`src/wdr_pkg.sv`:
```
package wdr_pkg;

	// Counter geometry
	localparam int CNT_W = 24;
	localparam logic [CNT_W-1:0] RELOAD_RST = 24'hffffff;

	// Register byte offsets
	localparam int ADDR_W = 8;
	localparam logic [ADDR_W-1:0] OFF_CTRL = 8'h00;
	localparam logic [ADDR_W-1:0] OFF_RELOAD = 8'h04;
	localparam logic [ADDR_W-1:0] OFF_REFRESH = 8'h08;
	localparam logic [ADDR_W-1:0] OFF_STATUS = 8'h0c;
	localparam logic [ADDR_W-1:0] OFF_COUNT = 8'h10;

	// Field positions
	localparam int CTRL_EN_BIT = 0;
	localparam int CTRL_RESP_BIT = 1;
	localparam int STAT_WDT_BIT = 0;
	localparam int STAT_STOP_BIT = 1;

	// Reset values
	localparam logic CTRL_EN_RST = 1'b0;

	// Option encoding of the time-out response
	localparam logic RESP_RESET = 1'b0;
	localparam logic RESP_IRQ = 1'b1;

	// Width of the system reset pulse
	localparam int CLK_PERIOD_NS = 10;
	localparam int RST_HOLD_NS = 40;
	localparam int RST_HOLD_CYC = (RST_HOLD_NS + CLK_PERIOD_NS - 1) / CLK_PERIOD_NS;
	localparam int RST_CNT_W = 4;

	// Reset status flags
	typedef struct packed {
		logic stop;
		logic wdt;
	} wdr_stat_t;

	// Counter sequencing
	typedef enum logic [1:0] {
		WDR_IDLE,
		WDR_RUN,
		WDR_RESET
	} wdr_state_t;

endpackage

```
`src/wdr_watchdog.sv`:
```
// Contract
// - On the first enable the counter is loaded from the reload register before counting.
// - The counter decrements toward zero unless a refresh comes first.
// - Each refresh reloads the counter from the reload register and counting resumes.
// - In debug mode the counter is refreshed every cycle so no time-out occurs.
// - A time-out is declared when the counter value is zero.
// - A time-out gives an interrupt request or a system reset, chosen by an option bit.
// - In interrupt response a time-out requests an interrupt and sets the time-out flag.
// - After an interrupt time-out the counter wraps to all ones and keeps counting down.
// - Reading the reset status register clears the time-out flag.
// - In interrupt response during stop mode a time-out starts stop recovery and an interrupt.
// - In interrupt response a stop-mode time-out sets both the time-out flag and the stop-recovery flag.
// - After a stop wake the interrupt is delivered only once recovery ends and if enabled.
`timescale 1ns/1ps
`default_nettype none

module wdr_watchdog (
	input wire logic core_clk, // System clock
	input wire logic rstn, // Async reset, active low
	input wire logic psel, // APB select
	input wire logic penable, // APB enable
	input wire logic pwrite, // APB direction
	input wire logic [wdr_pkg::ADDR_W-1:0] paddr, // APB byte address
	input wire logic [31:0] pwdata, // APB write data
	output logic [31:0] prdata, // APB read data
	output logic pready, // APB ready
	output logic pslverr, // APB error on unmapped address
	input wire logic watchdog_refresh_instruction, // Refresh pulse from the core
	input wire logic timeout_response_select, // Option bit, 1 selects interrupt
	input wire logic debug_mode, // Debugger active, asynchronous pin
	input wire logic stop_mode, // Core is in stop mode
	input wire logic stop_recovery_done, // Stop recovery has completed
	input wire logic irq_global_en, // Interrupts globally enabled
	input wire logic irq_ack, // Controller clears the pending request
	output logic wdt_irq, // Interrupt request to the controller
	output logic stop_recovery_start, // Starts a stop-mode recovery
	output logic sys_reset_out // System reset request, active high
);

	localparam logic [wdr_pkg::CNT_W-1:0] CNT_ONES = '1;
	localparam logic [wdr_pkg::RST_CNT_W-1:0] RST_LEN =
		wdr_pkg::RST_CNT_W'(wdr_pkg::RST_HOLD_CYC);

	// Register decode helper
	function automatic logic hit(input logic [wdr_pkg::ADDR_W-1:0] a,
		input logic [wdr_pkg::ADDR_W-1:0] off);
		hit = (a == off);
	endfunction

	wdr_pkg::wdr_state_t state_ff, nxt_state;
	logic [wdr_pkg::CNT_W-1:0] cnt_ff, nxt_cnt;
	logic [wdr_pkg::CNT_W-1:0] reload_ff, nxt_reload;
	logic en_ff, nxt_en;
	logic resp_ff;
	logic dbg_s1_ff, dbg_s2_ff;
	wdr_pkg::wdr_stat_t stat_ff, nxt_stat;
	logic pend_ff, nxt_pend;
	logic recov_ff, nxt_recov;
	logic [wdr_pkg::RST_CNT_W-1:0] rst_cnt_ff, nxt_rst_cnt;
	logic [31:0] rdata_ff, nxt_rdata;
	logic wr_fire, rd_fire, setup, mapped, sw_refresh, refresh, timeout, stat_rd;

	// Bus phases
	assign setup = psel && !penable;
	assign wr_fire = psel && penable && pwrite;
	assign rd_fire = psel && penable && !pwrite;
	assign mapped = hit(paddr, wdr_pkg::OFF_CTRL) || hit(paddr, wdr_pkg::OFF_RELOAD) ||
		hit(paddr, wdr_pkg::OFF_REFRESH) || hit(paddr, wdr_pkg::OFF_STATUS) ||
		hit(paddr, wdr_pkg::OFF_COUNT);
	assign pready = 1'b1;
	assign pslverr = psel && penable && !mapped;
	assign prdata = rdata_ff;
	assign sw_refresh = wr_fire && hit(paddr, wdr_pkg::OFF_REFRESH);
	assign stat_rd = rd_fire && hit(paddr, wdr_pkg::OFF_STATUS);
	assign refresh = watchdog_refresh_instruction || sw_refresh || dbg_s2_ff;
	assign timeout = (state_ff == wdr_pkg::WDR_RUN) && (cnt_ff == '0) && !refresh;

	// Debug pin synchroniser and option bit capture
	always_ff @(posedge core_clk or negedge rstn) begin
		if (!rstn) begin
			dbg_s1_ff <= 1'b0;
			dbg_s2_ff <= 1'b0;
			resp_ff <= wdr_pkg::RESP_RESET;
		end else begin
			dbg_s1_ff <= debug_mode;
			dbg_s2_ff <= dbg_s1_ff;
			resp_ff <= timeout_response_select;
		end
	end

	// Software registers written in the access cycle, read data captured in the setup cycle
	always_comb begin
		nxt_en = en_ff;
		nxt_reload = reload_ff;
		nxt_rdata = rdata_ff;
		if (wr_fire && hit(paddr, wdr_pkg::OFF_CTRL)) begin
			nxt_en = pwdata[wdr_pkg::CTRL_EN_BIT];
		end
		if (wr_fire && hit(paddr, wdr_pkg::OFF_RELOAD)) begin
			nxt_reload = pwdata[wdr_pkg::CNT_W-1:0];
		end
		if (setup && !pwrite) begin
			nxt_rdata = '0;
			case (paddr)
				wdr_pkg::OFF_CTRL: begin
					nxt_rdata[wdr_pkg::CTRL_EN_BIT] = en_ff;
					nxt_rdata[wdr_pkg::CTRL_RESP_BIT] = resp_ff;
				end
				wdr_pkg::OFF_RELOAD: nxt_rdata[wdr_pkg::CNT_W-1:0] = reload_ff;
				wdr_pkg::OFF_STATUS: begin
					nxt_rdata[wdr_pkg::STAT_WDT_BIT] = stat_ff.wdt;
					nxt_rdata[wdr_pkg::STAT_STOP_BIT] = stat_ff.stop;
				end
				wdr_pkg::OFF_COUNT: nxt_rdata[wdr_pkg::CNT_W-1:0] = cnt_ff;
				default: nxt_rdata = '0;
			endcase
		end
	end

	always_ff @(posedge core_clk or negedge rstn) begin
		if (!rstn) begin
			en_ff <= wdr_pkg::CTRL_EN_RST;
			reload_ff <= wdr_pkg::RELOAD_RST;
			rdata_ff <= '0;
		end else begin
			en_ff <= nxt_en;
			reload_ff <= nxt_reload;
			rdata_ff <= nxt_rdata;
		end
	end

	// Counter sequencing
	always_comb begin
		nxt_state = state_ff;
		nxt_cnt = cnt_ff;
		nxt_rst_cnt = rst_cnt_ff;
		case (state_ff)
			wdr_pkg::WDR_IDLE: begin
				if (en_ff) begin
					nxt_cnt = reload_ff;
					nxt_state = wdr_pkg::WDR_RUN;
				end
			end
			wdr_pkg::WDR_RUN: begin
				if (!en_ff) begin
					nxt_state = wdr_pkg::WDR_IDLE;
				end else if (refresh) begin
					nxt_cnt = reload_ff;
				end else if (timeout && resp_ff == wdr_pkg::RESP_IRQ) begin
					nxt_cnt = CNT_ONES;
				end else if (timeout) begin
					nxt_cnt = reload_ff;
					nxt_rst_cnt = RST_LEN;
					nxt_state = wdr_pkg::WDR_RESET;
				end else begin
					nxt_cnt = cnt_ff - 1'b1;
				end
			end
			wdr_pkg::WDR_RESET: begin
				nxt_rst_cnt = rst_cnt_ff - 1'b1;
				if (rst_cnt_ff == 4'h1) begin
					nxt_state = wdr_pkg::WDR_IDLE;
				end
			end
			default: nxt_state = wdr_pkg::WDR_IDLE;
		endcase
	end

	always_ff @(posedge core_clk or negedge rstn) begin
		if (!rstn) begin
			state_ff <= wdr_pkg::WDR_IDLE;
			cnt_ff <= wdr_pkg::RELOAD_RST;
			rst_cnt_ff <= '0;
		end else begin
			state_ff <= nxt_state;
			cnt_ff <= nxt_cnt;
			rst_cnt_ff <= nxt_rst_cnt;
		end
	end

	// Status flags, pending request and stop recovery; a new event beats a clear
	always_comb begin
		nxt_stat = stat_ff;
		nxt_pend = pend_ff;
		nxt_recov = recov_ff;
		if (stat_rd) begin
			nxt_stat.wdt = stat_ff.wdt && !rdata_ff[wdr_pkg::STAT_WDT_BIT];
			nxt_stat.stop = stat_ff.stop && !rdata_ff[wdr_pkg::STAT_STOP_BIT];
		end
		if (irq_ack) begin
			nxt_pend = 1'b0;
		end
		if (stop_recovery_done) begin
			nxt_recov = 1'b0;
		end
		if (timeout) begin
			nxt_stat.wdt = 1'b1;
			if (resp_ff == wdr_pkg::RESP_IRQ) begin
				nxt_pend = 1'b1;
				if (stop_mode) begin
					nxt_stat.stop = 1'b1;
					nxt_recov = 1'b1;
				end
			end
		end
	end

	always_ff @(posedge core_clk or negedge rstn) begin
		if (!rstn) begin
			stat_ff <= '0;
			pend_ff <= 1'b0;
			recov_ff <= 1'b0;
		end else begin
			stat_ff <= nxt_stat;
			pend_ff <= nxt_pend;
			recov_ff <= nxt_recov;
		end
	end

	// Outgoing requests
	assign wdt_irq = pend_ff && !recov_ff && irq_global_en;
	assign stop_recovery_start = timeout && resp_ff == wdr_pkg::RESP_IRQ && stop_mode;
	assign sys_reset_out = (state_ff == wdr_pkg::WDR_RESET);
endmodule

`default_nettype wire

```
`config.mk`:
```
export PLATFORM = sky130hd
export DESIGN_NAME = wdr_watchdog
export DESIGN_NICKNAME = d
export VERILOG_FILES = /design/src/wdr_pkg.sv /design/src/wdr_watchdog.sv
export SDC_FILE = /design/constraint.sdc
export NUM_CORES = 1
export LEC_CHECK = 0
export ABC_AREA = 1
export BUFFER_PORTS_ARGS = -buffer_cell sky130_fd_sc_hd__buf_2
export CAP_MARGIN = 25
export CORE_UTILIZATION = 45
export DETAILED_ROUTE_END_ITERATION = 6
export PLACE_DENSITY = 0.77
export RECOVER_POWER = 50
export SETUP_SLACK_MARGIN = 0.05
export SYNTH_ARGS = -nofsm -noshare
export SYNTH_HDL_FRONTEND = slang
export SYNTH_SLANG_ARGS = --single-unit
```
`constraint.sdc`:
```
create_clock -name core_clk -period 2.1 [get_ports core_clk]
set_clock_uncertainty 0.1 [all_clocks]
set_input_delay 0.21 -clock core_clk [delete_from_list [all_inputs] [get_ports core_clk]]
set_output_delay 0.21 -clock core_clk [all_outputs]
set_load 0.05 [all_outputs]
```
==> metrics, run 1 <==
min-delay src=psel; final WL=13000 um; Placement Cell Area=5570 sq um; ant diodes=0; reg2reg end=recov_ff; core area=10900 sq um; Syn-to-layout area delta=26.6%; FF-to-FF path depth=14; CP required=1790 ps; Max VDD drop=0.326 mV; critical path's slowest cell=dfstp_2; I/O Buffers=71; Final nets=870; Slew @ Worst Pin=958 ps; Min-Delay Path Class=primary input to flop; Sink Count=86; Synth Instances=688; via count=4789; 1st-pass router iterations=4; sw power=0.00113 W; initial antenna violation count=0; status=finished, violations left; synth top area cells=dfstp_2, dfrtp_1, nand2_1; synthesized cell area=5040 sq um; Post-route DRC=0; Core Rows=38; vias in the first global route=4680; max cap viols=0; Hold Path Sink=stat_ff[0]; Root Buffer=clkbuf_8; worst r2r src=cnt_ff[10]; post-synthesis sequential area ratio=43.9%; CP Data Arrival Time=1840 ps; final instance area=6380 sq um; Die Ht=108 um; internal power=0.00276 W; failing checks=negative setup slack; WL/cell=13.5 um; worst setup margin=-49.4 ps; 1st-iter DRT viols=328; syn avg cell area=7.32 sq um; PwrDens=610 nW/um^2; GRT Overall Usage=23.8%; number of synthesized register bits=86; CP peak stage delay=410 ps; clk buf depth=2; number of H-tree levels=3; ANT nets after route=0; Pins Over Slew Limit=0; Final setup viols=1; Placed Cells=894; Clock power frac=34.8%; commonest non-fill, non-tap cell in the layout=nand2_1; die footprint=11600 sq um; initial core utilization=46.3%; switching share of power=29.0%; Startpoint Class=flop; RSZ-0062 raised after global routing=true; Filler cells=979; Seq pwr share=49.8%; Non-Filler Instances=959; post-synth top area cell=dfstp_2; Worst Path Max Fanout=5; CTS buffer count=9; clock tree from TritonCTS=built; Hold Path Depth=4; fraction of layout cells with a size suffix above 1=29.5%; FF+latch area=2210 sq um; critical path's most frequent cell=nand2_2; Final HPWL DP=8480 um; Setup CP Type=flop to primary output; gpl congestion=0.911; chip width=108 um; Worst-Skew Late Latency=380 ps; most frequent cells in the layout=nand2_1, nor2_1, inv_1, buf_2, dfstp_2; Max Clk Rate=0.465 GHz; Pleak=3.32 nW; CTS clk-pin slew, worst paths=90 ps; Reg2Reg Setup Slack=10 ps; crit path time final=2150 ps; Tcrit/Tclk final=102%; TNS Setup=-49.4 ps; unique cell type count in the Yosys netlist=35; pin count of the biggest net entering global routing=49; Hold Fails Final Rpt=0; Multi-input gate area=2450 sq um; Synth Warn #=0; Combinational Power Share=15.4%; Cell Chain, Critical Path=nor2_2 -> nand2_1 -> nor2_2 -> nand2_2 -> nor2_4 -> nand2_2 -> nor2_4 -> nand2_2 -> inv_2 -> buf_8; crit end category=primary output; first-pass GRT wire length=21600 um; IO Count=89; vias per std cell=4.99; post-synth top area share=25.0%; global route overflow=0; relative slew slack=36.1%
==> registers in the layout, summed over array words and instances, names as in the netlist <==
register    cells
rst_cnt_ff      4
resp_ff         1
recov_ff        1
dbg_s1_ff       1
state_ff        2
pend_ff         1
prdata         24
cnt_ff         24
dbg_s2_ff       1
stat_ff         2
reload_ff      24
en_ff           1
==> critical path, delay by kind of cell, from the launching register on <==
family	cells	cell delay, ps
flip-flops	1	410
AND/OR/NAND/NOR	8	840
buffers and inverters	2	190
==> final cells by class <==
| type | instances | area share (%) |
|---|---|---|
| multi-input cells | 488 | 38.4 |
| clock inverters | 6 | 1.47 |
| well taps | 140 | 2.75 |
| repair buffers | 139 | 15.3 |
| inverters | 90 | 5.30 |
| clock buffers | 10 | 2.16 |
| flip-flops and latches | 86 | 34.7 |
==> per-layer routing <==
layer	routed length, um	up-vias	global-route usage (%)	part of all wire, %
li1	-	2388	-	-
met1	5840	2228	30.5	45
met2	6240	150	39.8	48
met3	636	23	4.90	4.9
met4	269	0	7.93	2.1
met5	0	-	0	0
==> kinds of logic (layout without fill, tap and decap cells) <==
group                      count (synthesis)  after routing  synth area share (%)
and+or+nand+nor                          382            382                  33.1
buffers and inverters                    121            245                  10.6
DFF                                       86             86                  43.9
AOI/OAI and AO/OA                         85             85                  9.96
xor gates and xnor gates                   8              8                  1.39
adders and majority gates                  4              4                 0.993
other                                      2              9                 0.149
==> through the flow <==
| step | setup WS, ps | util, % | power (W) | hold slack, ps |
|---|---|---|---|---|
| 3_3_place_gp | 124 | 51.2 | 0.00241 | 87.4 |
| 6_report | -49.4 | 58.6 | 0.00389 | 121 |
| 3_5_place_dp | 99.9 | 51.2 | 0.00243 | 96.0 |
| 2_1_floorplan | 204 | - | 0.00225 | -186 |
| 5_1_grt | -119 | 58.6 | 0.00405 | 149 |
| 4_1_cts | -27.8 | 57.3 | 0.00386 | 124 |
==> worst max path at each step <==
stage                 from                   to  slack (ps)  cells after the start
6_report        cnt_ff[10]  stop_recovery_start         -50                     10
5_1_grt         cnt_ff[10]  stop_recovery_start        -120                     10
4_1_cts        state_ff[0]  stop_recovery_start         -30                     11
3_5_place_dp     cnt_ff[0]  stop_recovery_start         100                     11
3_3_place_gp     cnt_ff[0]  stop_recovery_start         120                     11
2_1_floorplan    cnt_ff[0]  stop_recovery_start         200                     10
==> power groups by stage <==
stage	combinational [W]	sequential [W]	clock, W
global placement	0.000471	0.00194	0
detailed placement	0.000484	0.00194	0
finish	0.000598	0.00194	0.00135
global route	0.000668	0.00195	0.00144
floorplan	0.000318	0.00193	0
CTS	0.000557	0.00193	0.00137
==> synthesized netlist by cell type <==
cell type / instances
a21oi_1: 28
a21oi_2: 12
a31oi_1: 1
buf_2: 5
buf_4: 9
buf_6: 5
clkbuf_1: 12
clkinv_1: 1
conb_1: 2
dfrtp_1: 38
dfstp_2: 48
ha_1: 4
inv_1: 88
inv_2: 1
nand2_1: 187
nand2_2: 3
nand2_4: 1
nand3_1: 44
nand3_2: 8
nand3_4: 1
nand3b_1: 1
nand4_1: 6
nor2_1: 107
nor2_2: 12
nor2_4: 3
nor3_1: 3
nor3_2: 2
nor4_1: 1
o21ai_0: 19
o21ai_1: 2
o22ai_1: 22
o31ai_1: 1
or2_2: 3
xnor2_1: 1
xor2_1: 7
==> what timing repair did <==
action,CTS,global route
endpoints found under the hold margin,40,0
pin swaps,7,8
buffers inserted,11,9
hold buffers,29,0
endpoints found under the setup margin,1,18
cloned,0,0
resized for setup,21,22
Power figures use the tool's default switching activity.
==> run 2: changes to the inputs <==
--- a/config.mk
+++ b/config.mk
@@ -5,12 +5,11 @@
 export SDC_FILE = /design/constraint.sdc
 export NUM_CORES = 1
 export LEC_CHECK = 0
-export ABC_AREA = 1
 export BUFFER_PORTS_ARGS = -buffer_cell sky130_fd_sc_hd__buf_2
 export CAP_MARGIN = 25
 export CORE_UTILIZATION = 45
 export DETAILED_ROUTE_END_ITERATION = 6
-export PLACE_DENSITY = 0.77
+export PLACE_DENSITY = 0.78
 export RECOVER_POWER = 50
 export SETUP_SLACK_MARGIN = 0.05
 export SYNTH_ARGS = -nofsm -noshare
==> run 2 against run 1 <==
Against the previous run:
- the flow still finishes with violations (negative setup slack)
- clock-buffer cell count unchanged
- hold slack worse by 55 ps
- via count is 8.6% lower
- total power grew 9.5%
- worst setup slack lost 390 ps
- critical path depth down 4
- fmax decreased by 15%
- sequential cell count is the same
- wire length up 2.7%
- first-iteration DRC count decreased by 12%
- utilization increased by 6.3 points
- largest power group unchanged
==> metrics, run 2 <==
status=finished, violations left; failing checks=negative setup slack; via count=4377; Pleak=2.82 nW; clk buf depth=2; Syn-to-layout area delta=37.2%; Final setup viols=34; Tcrit/Tclk final=121%; Crit. Startpoint=state_ff[1]; core area=9950 sq um; Synth Instances=457; Max VDD drop=0.406 mV; commonest non-fill, non-tap cell in the layout=buf_2; CP Data Arrival Time=2230 ps; dominant cell by count in the synthesized netlist=dfstp_2; I/O Buffers=71; Final nets=674; vias in the first global route=4516; Root Buffer=clkbuf_8; GRT Overall Usage=24.6%; gpl congestion=0.865; ANT nets after route=0; top_reg_cell synth=dfstp_2; initial core utilization=47.3%; PwrDens=659 nW/um^2; Worst-Skew Late Latency=370 ps; ant diodes=0; Post-synth EDFFs=0; Filler cells=786; Startpoint Class=flop; Max Clk Rate=0.393 GHz; Sink Count=86; pin count of the biggest net entering global routing=48; Min-Delay Path Class=primary input to flop; final WL=13300 um; Slew @ Worst Pin=1080 ps; IO Count=89; number of synthesized register bits=86; Post-synth ARST share=100%; most frequent cells in the layout=buf_2, buf_4, dfstp_2, nand2_1, dfrtp_1; FF-to-FF path depth=9; post-synthesis sequential area ratio=47.0%; Hold Fails Final Rpt=0; Post-route DRC=0; relative slew slack=27.9%; unique cell type count in the Yosys netlist=64; clock tree from TritonCTS=built; worst setup margin=-443 ps; TNS Setup=-8030 ps; Pins Over Slew Limit=0; end point of the critical path=stop_recovery_start; syn avg cell area=10.3 sq um; worst r2r src=cnt_ff[0]; crit end category=primary output; Worst Path Max Fanout=5; WL/cell=17.7 um; chip width=104 um; Finished Core Util=64.9%; crit path time final=2540 ps; post-synth top area cell=dfstp_2; die footprint=10900 sq um; 1st-iter DRT viols=288; 1st-pass router iterations=5; synthesized cell area=4710 sq um; global route overflow=0; Final HPWL DP=8850 um; RSZ-0062 raised after global routing=true; post-synth top area share=26.8%; first-pass GRT wire length=21300 um; Reg2Reg Setup Slack=-350 ps; Die Ht=104 um; Setup CP Type=flop to primary output; synth top area cells=dfstp_2, dfrtp_1, mux2_2; vias per std cell=5.80; reg2reg end=cnt_ff[13]; max cap viols=0; Core Rows=36; Synth top cells by count=dfstp_2, dfrtp_1, nand2_1, o21ai_0, mux2_2; fraction of layout cells with a size suffix above 1=47.7%; CTS buffer count=9; CP required=1790 ps; number of H-tree levels=3; CTS clk-pin slew, worst paths=80 ps; initial antenna violation count=0; Synth Warn #=0
==> run 2: cell types whose count changed after synthesis, moves of 19 or more <==
cell / delta
o22ai_1: -19
mux2_2: +25
nand3_1: -31
nor2_1: -86
nand2_1: -149
a22oi_1: +22
inv_1: -70
==> run 2: area by class of cell <==
| type | count | area, sq um | share of cell area, % |
|---|---|---|---|
| clock buffers | 10 | 128 | 1.98 |
| inverters | 18 | 67.6 | 1.05 |
| well taps | 133 | 166 | 2.58 |
| flip-flops and latches | 86 | 2210 | 34.3 |
| clock inverters | 5 | 82.6 | 1.28 |
| repair buffers | 183 | 1350 | 20.9 |
| multi-input cells | 320 | 2450 | 37.9 |
==> run 2: repair_timing <==
action	4_1_cts	5_1_grt
pin swaps	7	8
setup buffers	7	3
resized for setup	19	20
endpoints found under the setup margin	33	34
hold buffers	29	0
endpoints found under the hold margin	49	0
==> run 2: worst min-delay path by stage <==
stage                     cells after the start         end  startpoint  slack [ps]
final                                         3  stat_ff[0]      pwrite          70
after global routing                          3  stat_ff[0]      pwrite          80
after CTS                                     3    recov_ff   stop_mode          80
after detailed placement                      1  prdata[18]        rstn         140
after global placement                        1  prdata[18]        rstn         140
after floorplan                               0   dbg_s1_ff        rstn        -190
==> run 2: routing by layer <==
| metal | vias up | share of wire, % | track usage [%] |
|---|---|---|---|
| met4 | 0 | 2.2 | 9.59 |
| met5 | - | 0 | 0 |
| met2 | 163 | 52 | 43.0 |
| met1 | 2160 | 41 | 29.3 |
| met3 | 36 | 5.4 | 5.45 |
| li1 | 2018 | - | - |
==> run 2: stage by stage <==
step	hold WS [ps]	instances	area, sq um	power [W]	worst slack, ps
global route	77.1	755	6460	0.00443	-559
floorplan	-186	464	4830	0.00253	-174
finish	65.6	755	6460	0.00426	-443
global placement	139	702	5740	0.00283	-306
detailed placement	144	703	5740	0.00288	-385
CTS	78.1	753	6370	0.00423	-380
==> run 2: cell families after synthesis <==
logic type	Yosys count	synth area share (%)
adder cells (fa/ha/maj)	4	1.06
buffers and inverters	58	6.14
AO/OA/AOI/OAI	143	23.4
other	2	0.160
AND/OR/NAND/NOR	137	15.8
XOR/XNOR	2	0.372
multiplexers	25	5.98
flip-flops	86	47.0
==> run 2: worst max-delay path: stages, from the launching register on <==
cell	delay, ps
dfrtp_2	450
or4b_4	590
nor4_4	260
nand4_1	170
buf_6	170
nor2_4	70
buf_6	150
==> run 2: power by group <==
part,total [W],internal [W],leakage (nW),switching [W]
sequential,0.00198,0.00187,1.00,0.000114
combinational,0.00100,0.000470,1.71,0.000532
clock,0.00127,0.000668,0.107,0.000606
==> run 3: changes to the inputs <==
--- a/config.mk
+++ b/config.mk
@@ -9,6 +9,7 @@
 export CAP_MARGIN = 25
 export CORE_UTILIZATION = 45
 export DETAILED_ROUTE_END_ITERATION = 6
+export MAX_ROUTING_LAYER = met4
 export PLACE_DENSITY = 0.78
 export RECOVER_POWER = 50
 export SETUP_SLACK_MARGIN = 0.05
==> constraint.sdc (replaced) <==
create_clock -name core_clk -period 2.1 [get_ports core_clk]
set_clock_uncertainty 0.1 [all_clocks]
set_input_delay 0.525 -clock core_clk [delete_from_list [all_inputs] [get_ports core_clk]]
set_output_delay 0.525 -clock core_clk [all_outputs]
set_load 0.05 [all_outputs]
==> run 3 against run 2 <==
Against the previous run:
- the run still ends with negative setup slack left
- utilization is 0.24 points lower
- clock power is 4% higher
- global-route usage is 2.0 points higher
- register-to-register slack worse by 190 ps
- critical path type unchanged
- fmax is 7.6% lower
- critical endpoint unchanged
- design area is 0.37% lower
- clock-buffer cell count is 1 lower
- combinational power hardly changed
==> metrics, run 3 (synthesis gave the netlist of run 2 again) <==
initial core utilization=47.3%; most frequent cells in the layout=buf_4, buf_2, dfstp_2, nand2_1, dfrtp_1; clock tree from TritonCTS=built; CTS clk-pin slew, worst paths=90 ps; max cap viols=0; Worst-Skew Late Latency=380 ps; Setup CP Type=flop to primary output; CTS buffer count=9; RSZ-0062 raised after global routing=true; Pleak=2.80 nW; chip width=104 um; PwrDens=673 nW/um^2; Post-route DRC=0; vias per std cell=6.04; ant diodes=0; crit end category=primary output; Tcrit/Tclk final=131%; Fin Hold WS=160 ps; Sink Count=86; Final setup viols=35; core area=9950 sq um; GRT Overall Usage=26.6%; I/O Buffers=71; TNS Setup=-13760 ps; Power Total=0.00433 W; CP required=1470 ps; IO Count=89; number of H-tree levels=3; Slew @ Worst Pin=929 ps; global route overflow=0; initial antenna violation count=0; relative slew slack=38.1%; status=finished, violations left; first-pass GRT wire length=22300 um; worst setup margin=-653 ps; die footprint=10900 sq um; Worst Path Max Fanout=2; final WL=13900 um; Startpoint Class=flop; Core Rows=36; CP Data Arrival Time=2130 ps; crit path time final=2750 ps; failing checks=negative setup slack; Hold Fails Final Rpt=0; gpl congestion=0.917; 1st-iter DRT viols=388; pin count of the biggest net entering global routing=48; Max Clk Rate=0.363 GHz; Min-Delay Path Class=primary input to flop; Syn-to-layout area delta=36.7%; Die Ht=104 um; vias in the first global route=4555; Pins Over Slew Limit=0; WL/cell=18.6 um; clk buf depth=2; Final HPWL DP=8980 um; Max VDD drop=0.368 mV; via count=4521; ANT nets after route=0; 1st-pass router iterations=5; Root Buffer=clkbuf_8; fraction of layout cells with a size suffix above 1=53.9%; Final nets=667; commonest non-fill, non-tap cell in the layout=buf_4
==> run 3: changes by cell type in the layout (fill, tap and decap cells not counted), moves of 3 or more <==
cell / before / now
buf_2: 70 / 65
nor4_1: 11 / 8
dlygate4sd3_1: 29 / 0
a21oi_1: 20 / 17
buf_4: 69 / 88
buf_6: 7 / 15
==> run 3: critical path: stages, from the launching register on <==
cell and delay (ps):
dfstp_2 380, or4_4 570, nor4_4 300, nand4_1 210, nor2_4 130, buf_6 160
==> run 3: path summary, 6_finish.rpt <==
| path | startpoint | endpoint | slack (ps) | cells after the start |
|---|---|---|---|---|
| min in group asynchronous | rstn | prdata[10] | 180 | 1 |
| hold reg to reg | dbg_s1_ff | dbg_s2_ff | 260 | 0 |
| max in group asynchronous | rstn | rst_cnt_ff[1] | 490 | 2 |
| setup / recovery | cnt_ff[11] | stop_recovery_start | -650 | 5 |
| setup reg to reg | cnt_ff[1] | cnt_ff[13] | -540 | 10 |
| hold / removal | timeout_response_select | resp_ff | 160 | 1 |
==> run 3: final cells by class <==
cell class | instances | area [sq um]
Clock buffer | 9 | 124
Sequential cell | 86 | 2210
Tap cell | 133 | 166
Inverter | 18 | 67.6
Timing Repair Buffer | 176 | 1260
Fill cell | 740 | 3520
Clock inverter | 7 | 96.3
Multi-Input combinational cell | 320 | 2510
==> run 3: per-layer routing <==
metal / global-route usage (%) / vias up / part of all wire, % / routed length [um]
li1: - / 2003 / - / -
met1: 31.6 / 2232 / 40 / 5620
met2: 42.7 / 221 / 50 / 6900
met3: 4.14 / 65 / 6.0 / 837
met4: 15.5 / 0 / 4.0 / 550
met5: - / - / 0 / 0
==> run 3: timing repair <==
action / 4_1_cts / 5_1_grt
hold buffers: 0 / 0
cloned: 2 / 0
buffers inserted: 9 / 4
resized for setup: 44 / 22
endpoints found under the setup margin: 36 / 36
pin swaps: 24 / 14
==> run 3: power breakdown <==
part	total, W	switching (W)	internal, W
Sequential	0.00198	0.000113	0.00187
Clock	0.00132	0.000641	0.000676
Combinational	0.00103	0.000549	0.000480
==> run 3: per-stage QoR <==
stage	worst slack, ps	instance area, sq um	cells	util (%)
final	-653	6430	749	64.6
after global routing	-711	6430	749	64.6
after CTS	-671	6360	749	63.9
after detailed placement	-489	5860	722	58.9
after global placement	-485	5860	722	58.9
after floorplan	-402	4850	464	-
